File: src/logic/rss_pkg.sv
// Package: strap index map, field positions, decode tables for the strap sampler
package rss_pkg;

	// Strap register indices; byte address is four times the index
	localparam logic [7:0] IDX_MODULE_LOW  = 8'h4A;
	localparam logic [7:0] IDX_MODULE_HIGH = 8'h4B;
	localparam logic [7:0] IDX_BUS_CLOCK   = 8'h4C;
	localparam logic [7:0] IDX_HOST_PLL    = 8'h5F;
	localparam logic [7:0] IDX_CORE_CLOCK  = 8'h60;
	localparam logic [7:0] IDX_STATUS      = 8'h61;

	// Strap line count and line positions
	localparam int          STRAP_LINES     = 44;
	localparam int          LOW_BASE        = 0;
	localparam int          HIGH_BASE       = 8;
	localparam int          BUS_LOW_BASE    = 16;
	localparam int          BUS_LOW_WIDTH   = 5;
	localparam int          BUS_TOP_LINE    = 23;
	localparam int          PLL_BASE        = 21;
	localparam int          PLL_WIDTH       = 6;
	localparam int          PIN_FUNC_LINE   = 0;
	localparam int          PCI_DIV_LINE    = 17;
	localparam int          CORE_MULT_LINE  = 40;

	// Field positions inside the registers
	localparam int          BUS_WR_BIT      = 4;
	localparam int          BUS_TOP_BIT     = 5;
	localparam int          PCI_DIV_BIT     = 1;
	localparam int          PLL_CODE_LSB    = 3;
	localparam int          PLL_CODE_W      = 3;
	localparam int          TYPE_HI_BIT     = 7;
	localparam int          TYPE_LO_BIT     = 4;

	// Expected board pull levels of reserved lines, and which lines are reserved
	localparam logic [43:0] RSVD_MASK       = 44'hEFF_F8FD_0102;
	localparam logic [43:0] RSVD_EXPECT     = 44'h4F0_00FD_0100;

	// Divider settings for the PCI clock enable
	localparam logic [1:0]  PCI_DIV_TWO     = 2'h1;
	localparam logic [1:0]  PCI_DIV_THREE   = 2'h2;

	// Speed and type encodings per strap bit
	localparam logic        SPEED_70NS      = 1'h0;
	localparam logic        SPEED_60NS      = 1'h1;
	localparam logic        TYPE_EXT_DATA   = 1'h0;
	localparam logic        TYPE_FAST_PAGE  = 1'h1;
	localparam int          SPEED_SLOW_NS   = 70;
	localparam int          SPEED_FAST_NS   = 60;

	// Host synthesizer frequency per code, in MHz
	typedef logic [6:0] rss_mhz_t;
	localparam rss_mhz_t PLL_MHZ [8] = '{7'h19, 7'h21, 7'h28, 7'h32, 7'h3C, 7'h42, 7'h4B, 7'h50};

endpackage : rss_pkg

File: src/logic/rss_reg_if.sv
// Interface: register access between the bus slave and the strap register file
interface rss_reg_if;
	logic [7:0]  index;
	logic        wr_en;
	logic [31:0] wdata;
	logic [3:0]  wstrb;
	logic [31:0] rdata;
	logic        hit;

	modport slave (output index, output wr_en, output wdata, output wstrb,
	               input rdata, input hit);
	modport regs  (input index, input wr_en, input wdata, input wstrb,
	               output rdata, output hit);
endinterface : rss_reg_if

File: src/logic/rss_apb_slave.sv
// APB slave front end: one wait-free access phase, registered answer
module rss_apb_slave (
	input  wire logic   clk,
	input  wire logic   reset,
	input  wire logic   psel,
	input  wire logic   penable,
	input  wire logic   pwrite,
	input  wire logic [31:0] paddr,
	input  wire logic [31:0] pwdata,
	input  wire logic [3:0]  pstrb,
	output logic        pready,
	output logic [31:0] prdata,
	output logic        pslverr,
	rss_reg_if.slave    rif
);
	logic addr_ok;
	logic setup;

	// Word aligned and inside the index window only
	assign addr_ok   = (paddr[1:0] == 2'h0) && (paddr[31:10] == 22'h0);
	assign rif.index = paddr[9:2];
	assign rif.wdata = pwdata;
	assign rif.wstrb = pstrb;
	assign setup     = psel && !penable;
	// Write lands only on the completing access edge
	assign rif.wr_en = psel && penable && pready && pwrite && addr_ok && rif.hit;

	// Answer one cycle after setup so the access phase is exactly one cycle
	always_ff @(posedge clk) begin
		if (reset) begin
			pready <= 1'b0;
		end else begin
			pready <= setup;
		end
	end

	// Read data and error are captured in setup and held through access
	always_ff @(posedge clk) begin
		if (reset) begin
			prdata  <= 32'h0;
			pslverr <= 1'b0;
		end else if (setup) begin
			prdata  <= (!pwrite && addr_ok && rif.hit) ? rif.rdata : 32'h0;
			pslverr <= !(addr_ok && rif.hit);
		end else if (!psel) begin
			prdata  <= 32'h0;
			pslverr <= 1'b0;
		end
	end
endmodule : rss_apb_slave

File: src/logic/rss_top.sv
// Top: strap line sampling at reset release, strap registers and derived clock controls

// How it works
// RL1: Low module register mirrors lines seven to zero
// RL2: High module register mirrors lines fifteen to eight
// RL3: Registers load sampled strap levels at reset
// RL4: Module speed/type bits only readable, no control
// RL5: Speed bit low 70ns, high 60ns
// RL6: Type bit selects extended_data_out or fast_page_mode
// RL7: Line zero picks colour key or memory write
// RL8: Line seventeen picks PCI clock divide two/three
// RL9: Lines 26-24 select host synthesizer frequency
// RL10: Only bit four of bus clock register writable
// RL11: Line forty sets core clock one or two
// RL12: Capture once at release, hold until reset
// RL13: Board holds reserved lines at fixed pulls
module rss_top (
	input  wire logic        clk,
	input  wire logic        reset,
	input  wire logic [43:0] mem_data_strap_line,
	input  wire logic        psel,
	input  wire logic        penable,
	input  wire logic        pwrite,
	input  wire logic [31:0] paddr,
	input  wire logic [31:0] pwdata,
	input  wire logic [3:0]  pstrb,
	output logic             pready,
	output logic [31:0]      prdata,
	output logic             pslverr,
	output logic             straps_valid,
	output logic             shared_pin_isa_write,
	output logic             pci_clock_div_three,
	output logic             pci_clock_out,
	output logic             pci_clock_tick,
	output logic [2:0]       host_pll_code,
	output logic [6:0]       host_pll_mhz,
	output logic             core_clock_times_one,
	output logic             core_clock_times_two,
	output logic             reserved_mismatch
);

	rss_reg_if rif ();

	logic [43:0] strap_meta;
	logic [43:0] strap_sync;
	logic        reset_seen;
	logic        capture;
	logic        captured;

	logic [7:0]  strap_module_low;
	logic [7:0]  strap_module_high;
	logic [7:0]  strap_bus_clock;
	logic [7:0]  strap_host_pll;
	logic        core_mult;
	logic [43:0] strap_raw;

	logic [1:0]  pci_count;
	logic [1:0]  pci_limit;
	logic [43:0] rsvd_diff;
	logic        next_mismatch;
	logic [31:0] next_rdata;
	logic        next_hit;

	// Bus front end; the register file below answers its index lookups
	rss_apb_slave rss_apb_slave_inst (
		.clk     (clk),
		.reset   (reset),
		.psel    (psel),
		.penable (penable),
		.pwrite  (pwrite),
		.paddr   (paddr),
		.pwdata  (pwdata),
		.pstrb   (pstrb),
		.pready  (pready),
		.prdata  (prdata),
		.pslverr (pslverr),
		.rif     (rif)
	);

	// Pin synchroniser; left unreset so it keeps tracking the board pulls
	// through reset and is settled by the time reset is released
	always_ff @(posedge clk) begin
		strap_meta <= mem_data_strap_line;
	end

	// Second stage; the only reader of the first stage
	always_ff @(posedge clk) begin
		strap_sync <= strap_meta;
	end

	// Remember that reset was high on the previous edge
	always_ff @(posedge clk) begin
		reset_seen <= reset;
	end

	// One-cycle capture strobe in the first cycle after release
	assign capture = reset_seen && !reset; // RL12

	// Capture flag; once set it blocks any further sampling until reset
	always_ff @(posedge clk) begin
		if (reset) begin
			captured <= 1'b0;
		end else if (capture) begin
			captured <= 1'b1; // RL12
		end
	end

	// Raw image of every strap line, kept for the reserved-line check
	always_ff @(posedge clk) begin
		if (reset) begin
			strap_raw <= 44'h0;
		end else if (capture && !captured) begin
			strap_raw <= strap_sync; // RL3 RL12
		end
	end

	// Module straps: pure mirrors of the lines, never fed to any memory
	// controller logic here; software reads them and programs timing itself
	always_ff @(posedge clk) begin
		if (reset) begin
			strap_module_low  <= 8'h0;
			strap_module_high <= 8'h0;
		end else if (capture && !captured) begin
			strap_module_low  <= strap_sync[rss_pkg::LOW_BASE +: 8];  // RL1 RL3 RL4 RL5 RL6
			strap_module_high <= strap_sync[rss_pkg::HIGH_BASE +: 8]; // RL2 RL3 RL4 RL5 RL6
		end
	end

	// Bus clock straps: bits 4-0 from lines 20-16, bit 5 from line 23.
	// Bit 4 also takes software writes; the rest ignore them.
	always_ff @(posedge clk) begin
		if (reset) begin
			strap_bus_clock <= 8'h0;
		end else if (capture && !captured) begin
			strap_bus_clock[rss_pkg::BUS_LOW_WIDTH-1:0] <=
				strap_sync[rss_pkg::BUS_LOW_BASE +: rss_pkg::BUS_LOW_WIDTH]; // RL3
			strap_bus_clock[rss_pkg::BUS_TOP_BIT] <= strap_sync[rss_pkg::BUS_TOP_LINE];
			strap_bus_clock[7:6] <= 2'h0;
		end else if (rif.wr_en && rif.index == rss_pkg::IDX_BUS_CLOCK && rif.wstrb[0]) begin
			strap_bus_clock[rss_pkg::BUS_WR_BIT] <= rif.wdata[rss_pkg::BUS_WR_BIT]; // RL10
		end
	end

	// Host synthesizer straps: bits 5-0 from lines 26-21
	always_ff @(posedge clk) begin
		if (reset) begin
			strap_host_pll <= 8'h0;
		end else if (capture && !captured) begin
			strap_host_pll[rss_pkg::PLL_WIDTH-1:0] <=
				strap_sync[rss_pkg::PLL_BASE +: rss_pkg::PLL_WIDTH]; // RL3 RL9
			strap_host_pll[7:6] <= 2'h0;
		end
	end

	// Core clock multiplier strap
	always_ff @(posedge clk) begin
		if (reset) begin
			core_mult <= 1'b0;
		end else if (capture && !captured) begin
			core_mult <= strap_sync[rss_pkg::CORE_MULT_LINE]; // RL11
		end
	end

	// Lines that the board should hold at a fixed pull, compared with the
	// expected level; a mismatch points at a board fault, not at this logic
	assign rsvd_diff     = (strap_raw ^ rss_pkg::RSVD_EXPECT) & rss_pkg::RSVD_MASK; // RL13
	assign next_mismatch = captured && (rsvd_diff != 44'h0);

	// Status view for software and the clock logic
	always_ff @(posedge clk) begin
		if (reset) begin
			straps_valid      <= 1'b0;
			reserved_mismatch <= 1'b0;
		end else begin
			straps_valid      <= captured;
			reserved_mismatch <= next_mismatch;
		end
	end

	// Shared pin routing: low selects colour key, high selects memory write
	always_ff @(posedge clk) begin
		if (reset) begin
			shared_pin_isa_write <= 1'b0;
		end else begin
			shared_pin_isa_write <= strap_module_low[rss_pkg::PIN_FUNC_LINE]; // RL7
		end
	end

	// Core multiplier outputs, exactly one of them high once captured
	always_ff @(posedge clk) begin
		if (reset) begin
			core_clock_times_one <= 1'b0;
			core_clock_times_two <= 1'b0;
		end else begin
			core_clock_times_one <= captured && !core_mult; // RL11
			core_clock_times_two <= captured && core_mult;  // RL11
		end
	end

	// Host synthesizer code and its frequency from the table
	always_ff @(posedge clk) begin
		if (reset) begin
			host_pll_code <= 3'h0;
			host_pll_mhz  <= 7'h0;
		end else begin
			host_pll_code <= strap_host_pll[rss_pkg::PLL_CODE_LSB +: rss_pkg::PLL_CODE_W]; // RL9
			host_pll_mhz  <= rss_pkg::PLL_MHZ[strap_host_pll[rss_pkg::PLL_CODE_LSB +:
				rss_pkg::PLL_CODE_W]]; // RL9
		end
	end

	// PCI divisor select: low divides by two, high by three
	assign pci_limit = strap_bus_clock[rss_pkg::PCI_DIV_BIT] ?
		rss_pkg::PCI_DIV_THREE : rss_pkg::PCI_DIV_TWO; // RL8

	// Divider counter; held until the straps are known so the first PCI
	// period never runs at a guessed rate
	always_ff @(posedge clk) begin
		if (reset || !captured) begin
			pci_count <= 2'h0;
		end else if (pci_count >= pci_limit) begin
			pci_count <= 2'h0; // RL8
		end else begin
			pci_count <= pci_count + 2'h1;
		end
	end

	// PCI clock image and enable pulse; one clk high per divided period,
	// so the divide-by-three output is not of equal duty
	always_ff @(posedge clk) begin
		if (reset) begin
			pci_clock_out       <= 1'b0;
			pci_clock_tick      <= 1'b0;
			pci_clock_div_three <= 1'b0;
		end else begin
			pci_clock_out       <= captured && (pci_count == 2'h0);
			pci_clock_tick      <= captured && (pci_count >= pci_limit);
			pci_clock_div_three <= strap_bus_clock[rss_pkg::PCI_DIV_BIT]; // RL8
		end
	end

	// Read lookup; the slave registers the result, reserved bits read zero
	always_comb begin
		next_rdata = 32'h0;
		next_hit   = 1'b1;
		case (rif.index)
			rss_pkg::IDX_MODULE_LOW: begin
				next_rdata[7:0] = strap_module_low;  // RL1 RL4
			end
			rss_pkg::IDX_MODULE_HIGH: begin
				next_rdata[7:0] = strap_module_high; // RL2 RL4
			end
			rss_pkg::IDX_BUS_CLOCK: begin
				next_rdata[7:0] = strap_bus_clock;
			end
			rss_pkg::IDX_HOST_PLL: begin
				next_rdata[7:0] = strap_host_pll;
			end
			rss_pkg::IDX_CORE_CLOCK: begin
				next_rdata[0] = core_mult;
			end
			rss_pkg::IDX_STATUS: begin
				next_rdata[0] = captured;
				next_rdata[1] = next_mismatch;
			end
			default: begin
				next_hit = 1'b0;
			end
		endcase
	end

	assign rif.rdata = next_rdata;
	assign rif.hit   = next_hit;

endmodule : rss_top

File: config.mk
export PLATFORM = sky130hd
export DESIGN_NAME = rss_top
export DESIGN_NICKNAME = d
export VERILOG_FILES = /design/src/logic/rss_pkg.sv /design/src/logic/rss_reg_if.sv /design/src/logic/rss_apb_slave.sv /design/src/logic/rss_top.sv
export SDC_FILE = /design/constraint.sdc
export NUM_CORES = 1
export LEC_CHECK = 0
export BUFFER_PORTS_ARGS = -buffer_cell sky130_fd_sc_hd__buf_2
export CAP_MARGIN = 0
export CORE_ASPECT_RATIO = 0.5
export CORE_MARGIN = 1.5
export CORE_UTILIZATION = 53
export CTS_CLUSTER_SIZE = 40
export DETAILED_ROUTE_END_ITERATION = 7
export PLACE_DENSITY_LB_ADDON = 0.05
export SLEW_MARGIN = 30
export SYNTH_ARGS = -nofsm -noshare
export SYNTH_HDL_FRONTEND = slang
export SYNTH_SLANG_ARGS = --single-unit
File: constraint.sdc
create_clock -name clk -period 2.43 [get_ports clk]
set_input_delay 0.486 -clock clk [delete_from_list [all_inputs] [get_ports clk]]
set_output_delay 0.486 -clock clk [all_outputs]
set_load 0.02 [all_outputs]
After elaboration in Yosys (flattened, before gate mapping)
Memory sizes are Yosys's and may differ from the RTL's. A register that Yosys moved wholly into a read port is not among the register bits. Index checks and enable logic that the tools add are counted. W data, S select, Z words.

Mux-type cells: 12. Bitwise gates (word level): 2. Eq/ne operators: 7. Reductions and logical operators: 33. Order comparisons: 1. Add/sub/neg operators: 1.

Operators by type and width (count): $mux W32 (2); $eq A8 B7 Y1 const B (6); $reduce_bool A44 Y1 (1); $pmux W6 S4 (1); $logic_not A22 Y1 (1); $logic_and A1 B1 Y1 (19); $not A13 Y13 (1); $mux W8 (1); $logic_not A1 Y1 (6); $pmux W1 S6 (1); $reduce_or A6 Y1 (1); $mux W1 (5); $pmux W1 S5 (1); $logic_not A2 Y1 (2); $not A3 Y4 (1); $add A2 B1 Y2 const B (1); $ge A2 B2 Y1 (1); $mux W2 (1); $ne A2 B1 Y1 const B (1); $reduce_bool A2 Y1 (1); $reduce_or A2 Y1 (1); $logic_or A1 B1 Y1 (1).

Logic and storage cells: 81. Memory bits (read-only): 56. Memories kept: 1. Register bits: 210.

Memory list: (name not given) (words 8, bits a word 7, rd ports 1, clocked after Yosys merged registers in 1, write ports 0, RTL line rss_top.sv:207) `host_pll_mhz <= rss_pkg::PLL_MHZ[strap_host_pll[rss_pkg::PLL_CODE_LSB +:`.

Depth between registers and ports, before layout
Word-level depth: 9. Mapped depth: 8. Gate-level depth less buffers: 5.

By module
From an unflattened synthesis, not the netlist that was laid out.

Cell total of the unflattened synthesis: 534. Area, all modules: 6035.8 um^2.

Modules (own cells, without submodules): rss_top (area each 4564.4 um^2, instances 1, cells each 401, sequential area each 3103.0 um^2); rss_apb_slave (area each 1471.4 um^2, instances 1, cells each 133, sequential area each 680.7 um^2).

Worst setup path before layout
No wires, ideal clock.

Path kind: input -> register. From: input paddr[3]. To: register strap_bus_clock[4]. Required time: 2.297 ns. Stages on the path: 5. Setup slack: 0.639 ns. Arrival time: 1.658 ns. Buffers on the path: 0. Path through: nor4b_4 > nand2_4 > nor4_2 > mux2i_1 > a211oi_2.

Longest elaborated chain between the ends: 7. Elaborated cells between the ends (all ways): 12. Classes of those cells: eq/ne (6); mux (1); reduce/logical (5).

Ends and longest elaborated chain: start: declaration (RTL line rss_top.sv:24) `input wire logic [31:0] paddr,`; $eq A8 B7 Y1, on equally long branches (RTL line rss_top.sv:139, rss_top.sv:246); $reduce_or A6 Y1 (no line); $mux W1 (RTL line rss_top.sv:246) `case (rif.index)`; $logic_and A1 B1 Y1 (RTL line rss_apb_slave.sv:26) `assign rif.wr_en = psel && penable && pready && pwrite && addr_ok && rif.hit;`; $logic_and A1 B1 Y1 (*) (2 in a row) (RTL line rss_top.sv:139) `end else if (rif.wr_en && rif.index == rss_pkg::IDX_BUS_CLOCK && rif.wstrb[0]) begin`; $reduce_bool A2 Y1 (no line) (*); end signal: indexed assignment (RTL line rss_top.sv:135) `strap_bus_clock[rss_pkg::BUS_LOW_WIDTH-1:0] <=`; end signal: indexed assignment (RTL line rss_top.sv:137) `strap_bus_clock[rss_pkg::BUS_TOP_BIT] <= strap_sync[rss_pkg::BUS_TOP_LINE];`; end signal: indexed assignment (RTL line rss_top.sv:140) `strap_bus_clock[rss_pkg::BUS_WR_BIT] <= rif.wdata[rss_pkg::BUS_WR_BIT];`; end: declaration (RTL line rss_top.sv:52) `logic [7:0] strap_bus_clock;`.

Every way passes the cells marked *; elsewhere a longest branch is shown, timed or not. A chain may end at the register's enable or synchronous reset.

Worst setup path in the final report
From: register strap_raw[23]. To: register rss_apb_slave_inst.prdata[1].

Longest elaborated chain between the ends: 6.

Ends and longest elaborated chain: start: declaration (RTL line rss_top.sv:55) `logic [43:0] strap_raw;`; start signal: assignment (RTL line rss_top.sv:113) `strap_raw <= strap_sync;`; $not A13 Y13 (no line); $reduce_bool A44 Y1 (RTL line rss_top.sv:167) `assign next_mismatch = captured && (rsvd_diff != 44'h0);`; $logic_and A1 B1 Y1 (RTL line rss_top.sv:167); $pmux W1 S5 (RTL line rss_top.sv:246); $mux W8 (RTL line rss_apb_slave.sv:43) `prdata <= (!pwrite && addr_ok && rif.hit) ? rif.rdata : 32'h0;`; $mux W32 (RTL line rss_apb_slave.sv:42) `end else if (setup) begin`; end signal: assignment (RTL line rss_apb_slave.sv:43); end: declaration (RTL line rss_apb_slave.sv:12) `output logic [31:0] prdata,`.

Every way passes these cells.

==> implementation parameters <==
Parameter                              Value

Yosys
  Post-synth EDFFs    0
  Fraction of the yosys area taken by sequential cells    0.6455
  Synth async-reset ratio    0
  Count of distinct cell types in the synthesized netlist    48
  Per-instance average area after synthesis    10.93 µm²
  Cell area after synthesis    5117 µm²
  Synth Flop Type    dfxtp_1
  Number of synthesized register bits    165
  Ys Warns    0
  Synthesized netlist cell count    468

Clocking
  Clock tree from TritonCTS    yes
  Later-pin clock latency in the skew report    0.41 ns
  Number of sinks on the clock net    165
  Cell at the root of the clock tree    clkbuf_16
  TritonCTS Buffers    17
  Post-CTS repair timing setup buffer count    0
  H-Tree Level Count    4
  Maximum buffer depth of the clock tree    2
  Number of hold buffers added after CTS    0
  Clock-pin slew reported for the worst setup and hold paths after clock tree synthesis    0.07 ns
  Post-cts resize count    0

Setup path
  Endpoint kind of the worst setup timing path    register
  Arrival time of data at the critical path endpoint    2.21 ns
  Required time of the worst setup path    2.73 ns
  Reg-to-reg slack, setup    0.52 ns
  Type of origin of the critical path    register
  Maximum fanout count along the critical path    3
  Worst Path Class, Setup    reg -> reg

Drt
  Antenna Violating Nets Remaining    0
  Post-DR vias/cell    4.686
  Detailed Routing Iterations Pass 1    5
  Post-DR wirelength/cell    12.72 µm
  Via count    3416
  Detailed Route WL    9276 µm
  Count of unresolved DRC violations after routing    0
  Drt initial violations    157

Power
  Share of total power in the clock network    0.450
  Power density over the cells    929.5 nW/µm²
  Worst VDD drop    0.0005472 V
  Int Power    4.467 mW
  Leakage power figure    2.727 nW
  Power share of the sequential group    0.495
  Net switching power    1.424 mW
  Combinational fraction of design power    0.055
  Switching Fraction    0.2417

STA
  Total Negative Setup Slacks    0 ns
  Final clock period utilization by the worst path    0.7880
  Final number of max-transition violations    0
  Post-Route Skew    0.009882 ns
  Finish-stage setup viols    0
  Min Tclk post-route    1.915 ns
  Final hold violation count    0
  Top achievable clock speed    0.5223 GHz
  RSZ-0062 raised after global routing    false

Job
  Max Cap Violations    0

GRT
  Gr ovfl total    0
  Vias in the first global route    3052
  Initial antenna violation count    0
  Largest net degree at the start of global routing    79
  GR Util All Layers    0.1903
  Wire length of the first global-routing pass    14790 µm

Die
  Horiz. Die Dim    142.0 µm
  Placement Rows    25
  Effective utilization at floorplan    0.5435
  Area of the die    10290 µm²
  Area of the placeable core    9415 µm²
  Number of top-level design ports    169
  Chip Height    72.48 µm

Worst hold path
  Type of the worst min-delay path    in -> reg

Place
  Port Buf Inserts    110
  Placer's final routability congestion estimate    0.8112
  Estimated wirelength of the detail-placed design    6275 µm

Layout
  Antenna Cells    0
  Nets    705
  Proportion of layout cells with a drive suffix above 1    0.2744
  Fin util    0.6731
  Area overhead of the layout relative to synthesis    23.84%

Status
  Result of the run    finished clean
[through the flow]
| stage | instances | power, mW | setup WS [ns] | hold slack, ns | cell area [µm²] |
|---|---|---|---|---|---|
| detailed placement | 697 | 3.297 | 0.3021 | 0.3121 | 5729 |
| finish | 729 | 5.891 | 0.5153 | 0.1692 | 6337 |
| global placement | 697 | 3.291 | 0.3586 | 0.3101 | 5729 |
| floorplan | 491 | 3.184 | 0.6387 | 0.3096 | 5204 |
| CTS | 729 | 5.950 | 0.4888 | 0.1553 | 6337 |
| global route | 729 | 6.145 | 0.4410 | 0.1452 | 6337 |
[Yosys cell counts, types with 2 or more instances]
library cell	n	area [µm²]
buf_1	2	7.510
o21ai_0	36	180.2
nand3_1	8	40.04
and2_1	5	31.28
inv_1	13	48.80
nor3b_1	2	15.01
nand2_1	48	180.2
dfxtp_1	165	3303
a21oi_1	5	25.02
nor2_1	27	101.4
o31ai_1	5	37.54
buf_4	24	180.2
and4b_1	2	20.02
mux2i_1	3	30.03
mux2_2	6	67.56
clkbuf_1	16	60.06
and3_1	3	18.77
o221ai_1	5	43.79
nand2b_1	36	225.2
nand4_1	5	31.28
buf_2	2	10.01
a32oi_1	2	17.52
and4bb_2	2	25.02
ha_1	7	87.58
a22o_1	2	17.52
a22oi_1	8	60.06
nor4_1	8	50.05
[logic make-up (layout without fill, tap and decap cells)]
group / after synthesis / in the layout / share of synthesized area
other: 1 / 24 / 0.0007328
and+or+nand+nor: 158 / 158 / 0.1670
buffers and inverters: 57 / 160 / 0.05990
muxes: 9 / 9 / 0.01907
AOI/OAI and AO/OA: 71 / 71 / 0.09071
DFF: 165 / 165 / 0.6455
adders and majority gates: 7 / 7 / 0.01711
[critical path, cell delays in order, from the launching register on]
cell      delay, ns
dfxtp_1        0.41
nor4b_1        0.33
nand4_1        0.14
nor4_1         0.37
buf_4          0.19
o221ai_1       0.14
a22o_1         0.22
[cells in the final DEF (no fill, tap or decap), types with 7 or more instances in the layout]
cell       count
dfxtp_1      165
buf_2        110
nand2_1       48
nand2b_1      36
o21ai_0       36
nor2_1        27
conb_1        24
clkbuf_16     17
inv_1         13
nor4_1         8
nand3_1        8
a22oi_1        8
ha_1           7
[final timing paths]
path	from	end	depth (start not counted)
setup / recovery	strap_raw[23]$_SDFFE_PP0P_	rss_apb_slave_inst.prdata[1]$_SDFFE_PP0P_	6
hold / removal	mem_data_strap_line[41]	strap_meta[41]$_DFF_P_	1
setup reg to reg	strap_raw[23]$_SDFFE_PP0P_	rss_apb_slave_inst.prdata[1]$_SDFFE_PP0P_	6
hold reg to reg	strap_meta[6]$_DFF_P_	strap_sync[6]$_DFF_P_	0
[state kept, by name (all words and copies together) (netlist names), 2 cells and up]
| name | cells |
|---|---|
| strap_raw | 44 |
| host_pll_mhz | 7 |
| strap_sync | 44 |
| strap_meta | 44 |
| host_pll_code | 3 |
| pci_count | 2 |
| rss_apb_slave_inst.prdata | 8 |
[routing by layer]
layer | wire, µm | part of all wire | GRT usage | up-vias
li1 | - | - | - | 1762
met1 | 4408 | 0.48 | 0.2516 | 1523
met2 | 4254 | 0.46 | 0.3035 | 121
met3 | 543 | 0.059 | 0.05479 | 10
met4 | 69 | 0.0074 | 0.06529 | 0
met5 | 0 | 0 | 0 | -
[power by group through the flow]
stage | sequential, mW | combinational (mW) | clock, mW
finish | 2.91 | 0.324 | 2.65
global route | 2.93 | 0.363 | 2.85
CTS | 2.91 | 0.326 | 2.71
detailed placement | 2.97 | 0.322 | 0
global placement | 2.97 | 0.317 | 0
floorplan | 2.98 | 0.208 | 0
[cell type report]
| type | instances | area, µm² |
|---|---|---|
| Clock buffer | 17 | 425.4 |
| Clock inverter | 15 | 182.7 |
| Fill cell | 747 | 3078 |
| Inverter | 13 | 48.80 |
| Multi-Input combinational cell | 269 | 1595 |
| Sequential cell | 165 | 3303 |
| Tap cell | 135 | 168.9 |
| Timing Repair Buffer | 115 | 613.1 |
Power figures use the tool's default switching activity.
